$ cat config.mk
export PLATFORM = sky130hd
export DESIGN_NAME = sbr_top
export DESIGN_NICKNAME = d
export VERILOG_FILES = /design/src/design/sbr_pkg.sv /design/src/design/sbr_baud_gen.sv /design/src/design/sbr_top.sv
export SDC_FILE = /design/constraint.sdc
export NUM_CORES = 1
export LEC_CHECK = 0
export BUFFER_PORTS_ARGS = -buffer_cell sky130_fd_sc_hd__buf_2
export CORE_ASPECT_RATIO = 0.5
export CORE_MARGIN = 1.5
export CORE_UTILIZATION = 55
export CTS_CLUSTER_DIAMETER = 80
export DETAILED_ROUTE_END_ITERATION = 7
export GPL_TIMING_DRIVEN = 1
export PLACE_DENSITY = 0.8
export SLEW_MARGIN = 20
export SYNTH_ARGS = -nofsm -noshare
export SYNTH_HDL_FRONTEND = slang
export SYNTH_SLANG_ARGS = --single-unit
$ cat constraint.sdc
create_clock -name ref_clk -period 3.2 [get_ports ref_clk]
set_input_delay 0.16 -clock ref_clk [delete_from_list [all_inputs] [get_ports ref_clk]]
set_output_delay 0.16 -clock ref_clk [all_outputs]
set_load 0.005 [all_outputs]
$ cat src/design/sbr_pkg.sv
// Purpose: Shared constants and types for the serial bit-rate and flags block
// Assumes: APB byte offsets, one register per aligned 32-bit word
// Notes:   Register data sits in the low byte; upper bits read as zero
package sbr_pkg;
	// Register byte offsets
	localparam logic [7:0] SBR_OFF_RATE  = 8'h00;
	localparam logic [7:0] SBR_OFF_FLAGS = 8'h04;
	localparam logic [7:0] SBR_OFF_DATA  = 8'h08;
	localparam logic [7:0] SBR_OFF_CTRL  = 8'h0C;
	localparam logic [7:0] SBR_OFF_IST   = 8'h10;
	localparam logic [7:0] SBR_OFF_IMASK = 8'h14;
	// Rate register fields
	localparam int SBR_PRE_LSB = 4;
	localparam int SBR_DIV_LSB = 0;
	localparam logic [7:0] SBR_RATE_MASK = 8'h77;
	localparam logic [7:0] SBR_RATE_RST  = 8'h00;
	// Flag register bit positions
	localparam int SBR_FLAG_RXF  = 7;
	localparam int SBR_FLAG_TEF  = 5;
	localparam int SBR_FLAG_MASTER_FAULT_FLAG = 4;
	// Control register bits
	localparam int SBR_CTRL_EN   = 6;
	localparam int SBR_CTRL_MASTER_SELECT = 4;
	localparam int SBR_CTRL_FEN  = 3;
	localparam int SBR_CTRL_SOE  = 1;
	localparam logic [7:0] SBR_CTRL_MASK = 8'h5A;
	localparam logic [7:0] SBR_CTRL_RST  = 8'h00;
	// Interrupt status / mask bits
	localparam int SBR_IRQ_RX   = 0;
	localparam int SBR_IRQ_TX   = 1;
	localparam int SBR_IRQ_MASTER_FAULT_FLAG = 2;
	localparam int SBR_IRQ_OVR  = 3;
	localparam logic [3:0] SBR_IRQ_RST = 4'h0;
	// Frame length in bits and last half-period edge index
	localparam int SBR_FRAME_BITS = 8;
	localparam logic [3:0] SBR_EDGE_LAST = 4'(2 * SBR_FRAME_BITS - 1);

	typedef enum logic [1:0] {
		SBR_IDLE   = 2'b00,
		SBR_SHIFT  = 2'b01,
		SBR_FINISH = 2'b11
	} sbr_state_e;
endpackage

$ cat src/design/sbr_baud_gen.sv
// Purpose: Prescaler plus power-of-two divider giving half bit-period ticks
// Assumes: Bus clock drives both stages; run low holds counters at zero
// Notes:   Full bit period is (pre_sel+1) * 2^(div_sel+1) bus cycles
`timescale 1ns/1ps
`default_nettype none
module sbr_baud_gen
	import sbr_pkg::*;
#(
	parameter int PRE_W = 3,
	parameter int DIV_W = 3
) (
	input  wire logic             ref_clk,
	input  wire logic             nrst,
	input  wire logic             clk_en,
	input  wire logic             run,
	input  wire logic [PRE_W-1:0] pre_sel,
	input  wire logic [DIV_W-1:0] div_sel,
	output logic                  half_tick
);
	localparam int DCNT_W = (1 << DIV_W) - 1;

	if (PRE_W < 1 || PRE_W > 8 || DIV_W < 1 || DIV_W > 4) begin : g_chk
		$error("sbr_baud_gen: unsupported PRE_W or DIV_W");
	end

	logic [PRE_W-1:0]  pre_cnt_q;
	logic [DCNT_W-1:0] div_cnt_q;
	logic              pre_tick;
	logic [DCNT_W-1:0] div_last;

	// Prescale divides by field + 1
	assign pre_tick  = run && (pre_cnt_q == pre_sel);
	// Half period is 2^field prescaled ticks, so full ratio is 2^(field+1)
	assign div_last  = DCNT_W'((1 << div_sel) - 1);
	assign half_tick = pre_tick && (div_cnt_q == div_last);

	always_ff @(posedge ref_clk) begin
		if (!nrst) begin
			pre_cnt_q <= '0;
			div_cnt_q <= '0;
		end else if (clk_en) begin
			if (!run || pre_tick)
				pre_cnt_q <= '0;
			else
				pre_cnt_q <= pre_cnt_q + 1'b1;
			if (!run || half_tick)
				div_cnt_q <= '0;
			else if (pre_tick)
				div_cnt_q <= div_cnt_q + 1'b1;
		end
	end

	////////////////////////////////////////////////////////////////////////
	// Checks: helper counts cycles between half ticks
	logic [11:0] gap_q;
	logic        seen_q;
	always_ff @(posedge ref_clk) begin
		if (!nrst || !run) begin
			gap_q  <= '0;
			seen_q <= 1'b0;
		end else if (clk_en) begin
			gap_q  <= half_tick ? 12'h000 : gap_q + 12'h001;
			seen_q <= seen_q | half_tick;
		end
	end
endmodule // sbr_baud_gen
`default_nettype wire

$ cat src/design/sbr_top.sv
// Purpose: APB-reached rate generator, flags and byte shifter of an SPI port
// Assumes: All pins synchronous to ref_clk; clock mode: idle low, mid-bit
// Notes:   pready rises one cycle after setup; no wait beyond that
`timescale 1ns/1ps
`default_nettype none
module sbr_top
	import sbr_pkg::*;
(
	input  wire logic        ref_clk,
	input  wire logic        nrst,
	input  wire logic        clk_en,
	input  wire logic        psel,
	input  wire logic        penable,
	input  wire logic        pwrite,
	input  wire logic [7:0]  paddr,
	input  wire logic [31:0] pwdata,
	output logic      [31:0] prdata,
	output logic             pready,
	output logic             pslverr,
	input  wire logic        sclk_in,
	input  wire logic        sdi,
	input  wire logic        sel_in_n,
	output logic             sclk_out,
	output logic             sclk_oe,
	output logic             sdo,
	output logic             sel_out_n,
	output logic             sel_oe,
	output logic             irq
);
	////////////////////////////////////////////////////////////////////////
	// State
	logic [7:0]  rate_q, ctrl_q, tx_buf_q, rx_buf_q, shift_q;
	logic [3:0]  ist_q, imask_q, edge_q;
	logic        tx_full_q, rxf_q, master_fault_flag_q, rx_arm_q, tx_arm_q, master_fault_flag_arm_q;
	logic        rx_bit_q, sclk_in_q;
	sbr_state_e  state_q;
	logic [31:0] prdata_q;
	logic        pready_q, pslverr_q, sclk_q, sclk_oe_q, sdo_q;
	logic        sel_out_n_q, sel_oe_q, irq_q;

	////////////////////////////////////////////////////////////////////////
	// APB decode
	wire setup_w   = psel && !penable;
	wire acc_w     = psel && penable && pready_q;
	wire wr_w      = acc_w && pwrite;
	wire rd_w      = acc_w && !pwrite;
	wire hit_rate  = (paddr == SBR_OFF_RATE);
	wire hit_flags = (paddr == SBR_OFF_FLAGS);
	wire hit_data  = (paddr == SBR_OFF_DATA);
	wire hit_ctrl  = (paddr == SBR_OFF_CTRL);
	wire hit_ist   = (paddr == SBR_OFF_IST);
	wire hit_imask = (paddr == SBR_OFF_IMASK);
	wire mapped_w  = hit_rate | hit_flags | hit_data | hit_ctrl |
		hit_ist | hit_imask;

	wire en_w     = ctrl_q[SBR_CTRL_EN];
	wire master_w = en_w && ctrl_q[SBR_CTRL_MASTER_SELECT];
	wire slave_w  = en_w && !ctrl_q[SBR_CTRL_MASTER_SELECT];
	wire tef_w    = !tx_full_q;

	logic [7:0] flags_w;
	// Unused positions hard-wired low
	assign flags_w = {rxf_q, 1'b0, tef_w, master_fault_flag_q, 4'h0};

	wire [31:0] rdata_w =
		hit_rate  ? {24'h00_0000, rate_q}   :
		hit_flags ? {24'h00_0000, flags_w}  :
		hit_data  ? {24'h00_0000, rx_buf_q} :
		hit_ctrl  ? {24'h00_0000, ctrl_q}   :
		hit_ist   ? {28'h000_0000, ist_q}   :
		hit_imask ? {28'h000_0000, imask_q} : 32'h0000_0000;

	// Side effects of status and data accesses
	wire rd_flags_w = rd_w && hit_flags;
	wire rx_clr_w   = rd_w && hit_data && rx_arm_q && rxf_q;
	wire tx_wr_w    = wr_w && hit_data && tx_arm_q && tx_full_q == 1'b0;
	wire ctrl_wr_w  = wr_w && hit_ctrl;

	////////////////////////////////////////////////////////////////////////
	// Engine decode
	wire fault_w = master_w && ctrl_q[SBR_CTRL_FEN] &&
		!ctrl_q[SBR_CTRL_SOE] && !sel_in_n;
	wire start_w = (state_q == SBR_IDLE) && !fault_w &&
		((master_w && tx_full_q) || (slave_w && !sel_in_n));
	wire abort_w = (state_q == SBR_SHIFT) &&
		(fault_w || !en_w || (slave_w && sel_in_n));
	wire half_tick;
	// Slave follows the peer clock, generated ticks unused there
	wire rise_w = master_w ? (half_tick && !sclk_q) : (sclk_in && !sclk_in_q);
	wire fall_w = master_w ? (half_tick && sclk_q) : (!sclk_in && sclk_in_q);
	wire edge_w = (state_q == SBR_SHIFT) && !abort_w && (rise_w || fall_w);
	wire last_w = edge_w && fall_w && (edge_q == SBR_EDGE_LAST);
	wire done_w = (state_q == SBR_FINISH);
	// Receive buffer still owned by software: drop new byte
	wire ovr_w  = done_w && rxf_q && !rx_clr_w;
	wire [7:0] load_w = tx_full_q ? tx_buf_q : 8'h00;

	sbr_baud_gen #(
		.PRE_W (3),
		.DIV_W (3)
	) u_baud (
		.ref_clk   (ref_clk),
		.nrst      (nrst),
		.clk_en    (clk_en),
		.run       (master_w && state_q == SBR_SHIFT),
		.pre_sel   (rate_q[SBR_PRE_LSB +: 3]),
		.div_sel   (rate_q[SBR_DIV_LSB +: 3]),
		.half_tick (half_tick)
	);

	////////////////////////////////////////////////////////////////////////
	// APB response and software registers
	always_ff @(posedge ref_clk) begin
		if (!nrst) begin
			prdata_q  <= 32'h0000_0000;
			pready_q  <= 1'b0;
			pslverr_q <= 1'b0;
		end else if (clk_en) begin
			pready_q  <= setup_w;
			pslverr_q <= setup_w && !mapped_w;
			if (setup_w)
				prdata_q <= pwrite ? 32'h0000_0000 : rdata_w;
		end
	end

	// Rate register writable in any mode, even mid-transfer
	// Flag register has no write path at all
	always_ff @(posedge ref_clk) begin
		if (!nrst) begin
			rate_q  <= SBR_RATE_RST;
			ctrl_q  <= SBR_CTRL_RST;
			imask_q <= SBR_IRQ_RST;
		end else if (clk_en && wr_w) begin
			if (hit_rate)
				rate_q <= pwdata[7:0] & SBR_RATE_MASK;
			if (hit_ctrl)
				ctrl_q <= pwdata[7:0] & SBR_CTRL_MASK;
			if (hit_imask)
				imask_q <= pwdata[3:0];
		end
	end

	// Sticky events; a new event wins over a same-cycle write-one clear
	wire [3:0] ev_w = {ovr_w, fault_w && !master_fault_flag_q,
		start_w && tx_full_q, done_w && !ovr_w};
	wire [3:0] w1c_w = (wr_w && hit_ist) ? pwdata[3:0] : 4'h0;

	always_ff @(posedge ref_clk) begin
		if (!nrst) begin
			ist_q <= SBR_IRQ_RST;
			irq_q <= 1'b0;
		end else if (clk_en) begin
			ist_q <= (ist_q & ~w1c_w) | ev_w;
			irq_q <= |(((ist_q & ~w1c_w) | ev_w) & imask_q);
		end
	end

	////////////////////////////////////////////////////////////////////////
	// Flags, buffers and arming
	always_ff @(posedge ref_clk) begin
		if (!nrst) begin
			rxf_q      <= 1'b0;
			rx_buf_q   <= 8'h00;
			rx_arm_q   <= 1'b0;
			tx_arm_q   <= 1'b0;
			tx_full_q  <= 1'b0;
			tx_buf_q   <= 8'h00;
			master_fault_flag_q     <= 1'b0;
			master_fault_flag_arm_q <= 1'b0;
		end else if (clk_en) begin
			if (rd_flags_w) begin
				rx_arm_q   <= rxf_q;
				tx_arm_q   <= tef_w;
				master_fault_flag_arm_q <= master_fault_flag_q;
			end else begin
				if (rx_clr_w)
					rx_arm_q <= 1'b0;
				if (tx_wr_w)
					tx_arm_q <= 1'b0;
				if (ctrl_wr_w)
					master_fault_flag_arm_q <= 1'b0;
			end
			// Completion sets the flag; set wins over a clearing read
			if (done_w && !ovr_w) begin
				rxf_q    <= 1'b1;
				rx_buf_q <= shift_q;
			end else if (rx_clr_w) begin
				rxf_q <= 1'b0;
			end
			// Buffer frees on move to shifter, so empty flag rises
			if (tx_wr_w) begin
				tx_full_q <= 1'b1;
				tx_buf_q  <= pwdata[7:0];
			end else if (start_w) begin
				tx_full_q <= 1'b0;
			end
			if (fault_w)
				master_fault_flag_q <= 1'b1;
			else if (ctrl_wr_w && master_fault_flag_arm_q)
				master_fault_flag_q <= 1'b0;
		end
	end

	////////////////////////////////////////////////////////////////////////
	// Shifter: sample on rising edge, shift on falling edge
	always_ff @(posedge ref_clk) begin
		if (!nrst) begin
			state_q   <= SBR_IDLE;
			shift_q   <= 8'h00;
			edge_q    <= 4'h0;
			rx_bit_q  <= 1'b0;
			sclk_q    <= 1'b0;
			sdo_q     <= 1'b0;
			sclk_in_q <= 1'b0;
		end else if (clk_en) begin
			sclk_in_q <= sclk_in;
			unique case (state_q)
				SBR_IDLE: begin
					sclk_q <= 1'b0;
					if (start_w) begin
						state_q <= SBR_SHIFT;
						shift_q <= load_w;
						sdo_q   <= load_w[7];
						edge_q  <= 4'h0;
					end
				end
				SBR_SHIFT: begin
					if (abort_w) begin
						state_q <= SBR_IDLE;
						sclk_q  <= 1'b0;
					end else if (edge_w) begin
						edge_q <= edge_q + 4'h1;
						if (master_w)
							sclk_q <= !sclk_q;
						if (rise_w) begin
							rx_bit_q <= sdi;
						end else begin
							shift_q <= {shift_q[6:0], rx_bit_q};
							sdo_q   <= shift_q[6];
						end
						if (last_w)
							state_q <= SBR_FINISH;
					end
				end
				SBR_FINISH: begin
					state_q <= SBR_IDLE;
				end
				default: begin
					state_q <= SBR_IDLE;
				end
			endcase
		end
	end

	// Pin drivers: clock and select only driven by a master
	always_ff @(posedge ref_clk) begin
		if (!nrst) begin
			sclk_oe_q   <= 1'b0;
			sel_oe_q    <= 1'b0;
			sel_out_n_q <= 1'b1;
		end else if (clk_en) begin
			sclk_oe_q   <= master_w;
			sel_oe_q    <= master_w && ctrl_q[SBR_CTRL_FEN] &&
				ctrl_q[SBR_CTRL_SOE];
			sel_out_n_q <= (state_q == SBR_IDLE) && !start_w;
		end
	end

	assign prdata    = prdata_q;
	assign pready    = pready_q;
	assign pslverr   = pslverr_q;
	assign sclk_out  = sclk_q;
	assign sclk_oe   = sclk_oe_q;
	assign sdo       = sdo_q;
	assign sel_out_n = sel_out_n_q;
	assign sel_oe    = sel_oe_q;
	assign irq       = irq_q;
endmodule // sbr_top
`default_nettype wire

======== Word-level counts from Yosys, hierarchy flattened ========
Index checks and enable logic that the tools add are counted.
operators by class
  add/sub/neg operators ................... 4
  equal/unequal tests ..................... 17
  shifts and indexed selects .............. 1
  multiplexer cells ....................... 48
  bitwise logic cells ..................... 11
  reduce and logical (&&, ||, !) cells .... 99
operators with widths
  operator                                              count
  two-way mux 8 bit                                     9
  logical AND 1 bit                                     46
  AND reduction 2 bit                                   13
  two-way mux 4 bit                                     6
  two-way mux 7 bit                                     3
  two-way mux 1 bit                                     20
  logical NOT 1 bit                                     18
  equality test 8 x 4 -> 1 bit (second input constant)  2
  equality test 8 x 5 -> 1 bit (second input constant)  2
  one-hot mux 8 bit (2 select lines)                    1
  nonzero test 2 bit                                    8
  AND reduction 5 bit                                   2
  inequality test 3 bit (second input constant)         3
  bitwise AND 4 bit                                     2
  equality test 8 x 3 -> 1 bit (second input constant)  1
  logical NOT 8 bit                                     1
  two-way mux 2 bit                                     4
  inequality test 2 bit (second input constant)         4
  one-hot mux 4 bit (2 select lines)                    1
  AND reduction 4 bit                                   2
  adder 7 x 1 -> 7 bit (second input constant)          1
  equality test 7 bit                                   1
  left shift 1 x 3 -> 7 bit (first input constant)      1
  subtractor 7 x 2 -> 7 bit (second input constant)     1
  other kinds (17)                                      28
word-level totals
  flip-flop bits (word level) ............. 106
  input port bits ......................... 49
  output and inout bits ................... 40

======== Longest topological paths before layout ========
  depth in word-level cells ............... 16
  mapped depth ............................ 8
  mapped depth without buffers ............ 6

======== By module ========
From an unflattened synthesis, not the netlist that was laid out.
second synthesis, totals
  cells, all modules ...................... 524
  area, all modules ....................... 4479.3 um^2
modules (own cells, without submodules)
  module        times used  cells an instance  area an instance (um^2)  sequential area each (um^2)
  sbr_top       1           423                3638.5                   1421.4
  sbr_baud_gen  1           101                840.8                    200.2

======== Worst setup path after synthesis ========
Ideal clock, no wire load.
  path kind ............................... register to register
  start point ............................. reg state_q[1]
  end point ............................... reg shift_q[6]
  setup time .............................. 0.122 ns
  arrival time ............................ 2.135 ns
  required time ........................... 3.078 ns
  path slack .............................. 0.943 ns
  cell stages (with the launch flop) ...... 8
  path buffers ............................ 1
  clock period less this slack ............ 2.257 ns
  cell sequence ........................... dfxtp_1 > buf_6 > nand4b_1 > a221o_1 > a2111oi_4 > o2111ai_1 > a22o_2 > a221o_1
on the way
  longest elaborated chain between the ends .. 10
RTL lines
  element                               RTL line                      source
  from (decl)                           sbr_top.sv:36                 sbr_state_e state_q;
  from (signal assigned)                sbr_top.sv:208                state_q <= SBR_IDLE;
  from (signal assigned)                sbr_top.sv:221                state_q <= SBR_SHIFT;
  from (signal assigned)                sbr_top.sv:229                state_q <= SBR_IDLE;
  equality test 2 x 1 -> 1 bit          -
  logical AND 1 bit                     sbr_top.sv:105                .run (master_w && state_q == SBR_SHIFT),
  logical AND 1 bit                     sbr_baud_gen.sv:32            assign pre_tick = run && (pre_cnt_q == pre_sel);
  logical AND 1 bit                     sbr_baud_gen.sv:35            assign half_tick = pre_tick && (div_cnt_q == div_last);
  logical AND 1 bit (on tied branches)  sbr_top.sv:89, sbr_top.sv:90
  two-way mux 1 bit (on tied branches)  sbr_top.sv:89, sbr_top.sv:90
  logical OR 1 bit                      sbr_top.sv:91                 wire edge_w = (state_q == SBR_SHIFT) && !abort_w && (rise_w || fall_w);
  logical AND 1 bit                     sbr_top.sv:91
  inequality test 2 bit (no line)       -
  AND reduction 6 bit (no line)         -
  to (signal assigned)                  sbr_top.sv:222                shift_q <= load_w;
  to (signal assigned)                  sbr_top.sv:238                shift_q <= {shift_q[6:0], rx_bit_q};
  to (decl)                             sbr_top.sv:32                 logic [7:0] rate_q, ctrl_q, tx_buf_q, rx_buf_q, shift_q;
Parallel ways exist; a longest one is shown, timed or not.
A chain may end at the register's enable or synchronous reset.

======== Final worst setup path ========
  start point ............................. reg rate_q[1]
  end point ............................... reg shift_q[2]
on the way
  longest elaborated chain between the ends .. 10
RTL lines
  element                               RTL line                      source
  from (decl)                           sbr_top.sv:32
  from (signal assigned)                sbr_top.sv:135                rate_q <= pwdata[7:0] & SBR_RATE_MASK;
  left shift 1 x 3 -> 7 bit (*)         sbr_baud_gen.sv:34            assign div_last = DCNT_W'((1 << div_sel) - 1);
  subtractor 7 x 2 -> 7 bit (*)         sbr_baud_gen.sv:34
  equality test 7 bit (*)               sbr_baud_gen.sv:35
  logical AND 1 bit (*)                 sbr_baud_gen.sv:35
  logical AND 1 bit (on tied branches)  sbr_top.sv:89, sbr_top.sv:90
  two-way mux 1 bit (on tied branches)  sbr_top.sv:89, sbr_top.sv:90
  logical OR 1 bit                      sbr_top.sv:91
  logical AND 1 bit                     sbr_top.sv:91
  inequality test 2 bit (no line)       -
  AND reduction 6 bit (no line) (*)     -
Mark *: on every way between the ends. The rest lies on a longest branch, timed or not.

==> metrics.txt <==
outcome=finished clean; Mean Syn Cell Area=8.219 sq um; yosys warns=0; post-synthesis sequential area ratio=37.65%; fmax=366.3 MHz; clock skew=0.006932 ns; WL final=10720 um; Netlist cell types=66; most common cell after layout, fill and taps aside=dfxtp_1; nets@finish=604; DIE WIDTH=128.1 um; Cell Area, Synth=4307 sq um; Max-Cap Viols=0; cells along the critical path=nor4b_1 > a21oi_1 > a2111oi_4 > a31oi_1 > nor3b_2 > a221o_1; CTS Root Buffer Type=clkbuf_16; mux cell area share after synthesis=6.043%; crit path kind=reg -> reg; CTS H-tree depth=3; ant diodes=0; Yosys top cell by area=dfxtp_1; compound-cell area share of the yosys netlist=17.49%; final setup fails=0; CP max stage cell=nor3b_2; VDD IR max=0.4002 mV; port buffer count=40; Post CTS Setup Buffer Count=0; largest family of logic cells by synthesized area=simple AND/OR/NAND/NOR gates; CP Data Required Time=3.48 ns; max incr delay on CP=0.62 ns; die area=8402 sq um; final std cells w/o fill=664; Final Wtd Congestion=0.9373; pin count of the biggest net entering global routing=54; first-pass GRT wire length=17680 um; Skew-Pair Late Insertion Delay=0.34 ns; Core ar.=7460 sq um; number of global-route vias before repair=3581; Post-Synth Adder-Cell Area=0.8716%; Clk pin slew, worst setup/hold paths=0.06 ns; synth top area cells=dfxtp_1, mux2i_1, nor2_1; Post-DP HPWL=7629 um; Std-Cell Rows=22; Final min period=2.730 ns; slew margin rel.=54.14%; vias post-DR=4010; xor and xnor area share after synthesis=2.440%; wire per inst=16.15 um; Crit path arrival time=3.01 ns; # DRC=0; grt total ovfl=0; CTS Hold Buffers Added=0; EDFF count, synth=0; final antenna-violating net count=0; CP Capture Type=flip-flop; synthesized flop and latch total=81; CP delay by family, top=compound AO/OA/AOI/OAI gates; TritonCTS Sinks=81; share of cells above drive strength 1=13.85%; Hold Crit Class=in -> reg; FILL cells=655; Top Ports=89; ys async rst share=0%; clk buf depth=2; CP Buf/Inv Count=0; worst-margin pin slew=0.6849 ns; most frequent cells in the layout=dfxtp_1, nor2_1, nand2_1, buf_2, a21oi_1; R2R Setup Slk=0.47 ns; Worst Path Max Fanout=12; starting density of the core=57.73%; post-synth top area share=37.65%; antenna violations before repair=0; Synth Area in Simple Gates=27.60%; leak pwr=1.823 nW; power density over cell area=462.3 nW/um^2; placed insts=649; area of the multi-input gates=2435 sq um; DRT Pass-1 Iters=6; area delta synth->final=11.01%; Fin. Hold Viols=0; die height=65.57 um; fin. max-slew vios=0; initial drt markers=548; CTS tree=built; post-cts gate resize count=0; gr usage total=27.30%; DR vias/cell=6.039; CP Launch Type=flip-flop; synthesized instance count=524; top_reg_cell synth=dfxtp_1; Register Area=1622 sq um; Fin Setup TNS=0 ns; RSZ-0062 raised after global routing=false; Final Cycle Share=85.31%; CTS Buf Count=9
## per-stage QoR
step / total power [W] / util (%) / setup slack (ns) / hold WS, ns / area [sq um]
floorplan: 0.001121 / - / 0.9430 / 0.3072 / 4393
global placement: 0.001146 / 59.93 / 0.6208 / 0.4003 / 4471
detailed placement: 0.001148 / 59.93 / 0.5711 / 0.4063 / 4471
CTS: 0.002221 / 64.09 / 0.5651 / 0.05230 / 4781
global route: 0.002277 / 64.09 / 0.2473 / 0.07737 / 4781
finish: 0.002210 / 64.09 / 0.4700 / 0.05395 / 4781
## registers in the layout (all words and copies together), names as in the netlist, 2 cells and up
name / flops
ctrl_q: 4
tx_buf_q: 8
u_baud.div_cnt_q: 7
rx_buf_q: 8
shift_q: 8
prdata: 8
imask_q: 4
u_baud.pre_cnt_q: 3
ist_q: 4
state_q: 2
rate_q: 6
edge_q: 4
## where the power goes
group / leakage, nW / switching (W) / internal (W)
logic: 1.02 / 0.0000784 / 0.0000328
clock network: 0.149 / 0.000403 / 0.000679
registers: 0.653 / 0.00000445 / 0.00101
## worst min-delay path, stage by stage
cell     delay, ns
buf_2         0.08
mux2i_1       0.05
nor2_1        0.07
## layer usage
metal | vias to the layer above | track usage, % | routed length, um
met1 | 1912 | 36.04 | 4773
met4 | 0 | 9.551 | 174
met2 | 194 | 42.67 | 4757
met5 | - | 0 | 0
li1 | 1886 | - | -
met3 | 18 | 8.225 | 1019
## cell usage after synthesis, types with 2 or more instances
library cell,instances
a211oi_1,2
xor2_1,5
nor4_1,5
a32o_1,2
nor3b_1,2
nor3_1,12
xnor2_1,7
nand2b_1,8
o21ai_0,15
and3_1,5
nand3_1,31
a221o_1,11
nand3b_1,3
or3_1,2
nor2_1,61
and4b_1,4
nand4_1,7
a22oi_1,8
a22o_1,2
or3b_2,3
nor4b_1,4
a32oi_1,2
a31oi_1,3
and2_1,15
a2bb2oi_1,2
a21oi_1,37
o31ai_1,2
nor2b_1,2
inv_1,6
or4_1,4
buf_2,5
o22ai_1,2
mux2i_1,26
o211ai_1,3
nand2_1,59
ha_1,3
clkbuf_1,19
buf_4,26
buf_1,2
dfxtp_1,81
## final cells by class
type                       count  share of cell area, %
multi-input combinational    406                  50.93
sequential                    81                  33.92
timing repair buffer          47                  5.287
clock buffer                  10                  4.789
tap                          108                  2.826
clock inverter                 5                  1.701
inverter                       7                 0.5496
## worst paths after layout
path | start | endpoint | depth (start not counted)
worst max-delay path | rate_q[1] | shift_q[2] | 6
worst min register to register | sel_oe | sel_oe | 2
worst max register to register | rate_q[1] | shift_q[2] | 6
worst min-delay path | pwdata[7] | tx_buf_q[7] | 3
## cell families (layout without fill, tap and decap cells)
logic type      Yosys count  count (layout)
other cells               1              24
fa+ha+maj                 3               3
simple gates            235             235
compound gates          106             106
flops                    81              81
buf+inv                  60              69
mux                      26              26
xor+xnor                 12              12
(Power assumes the default switching activity.)
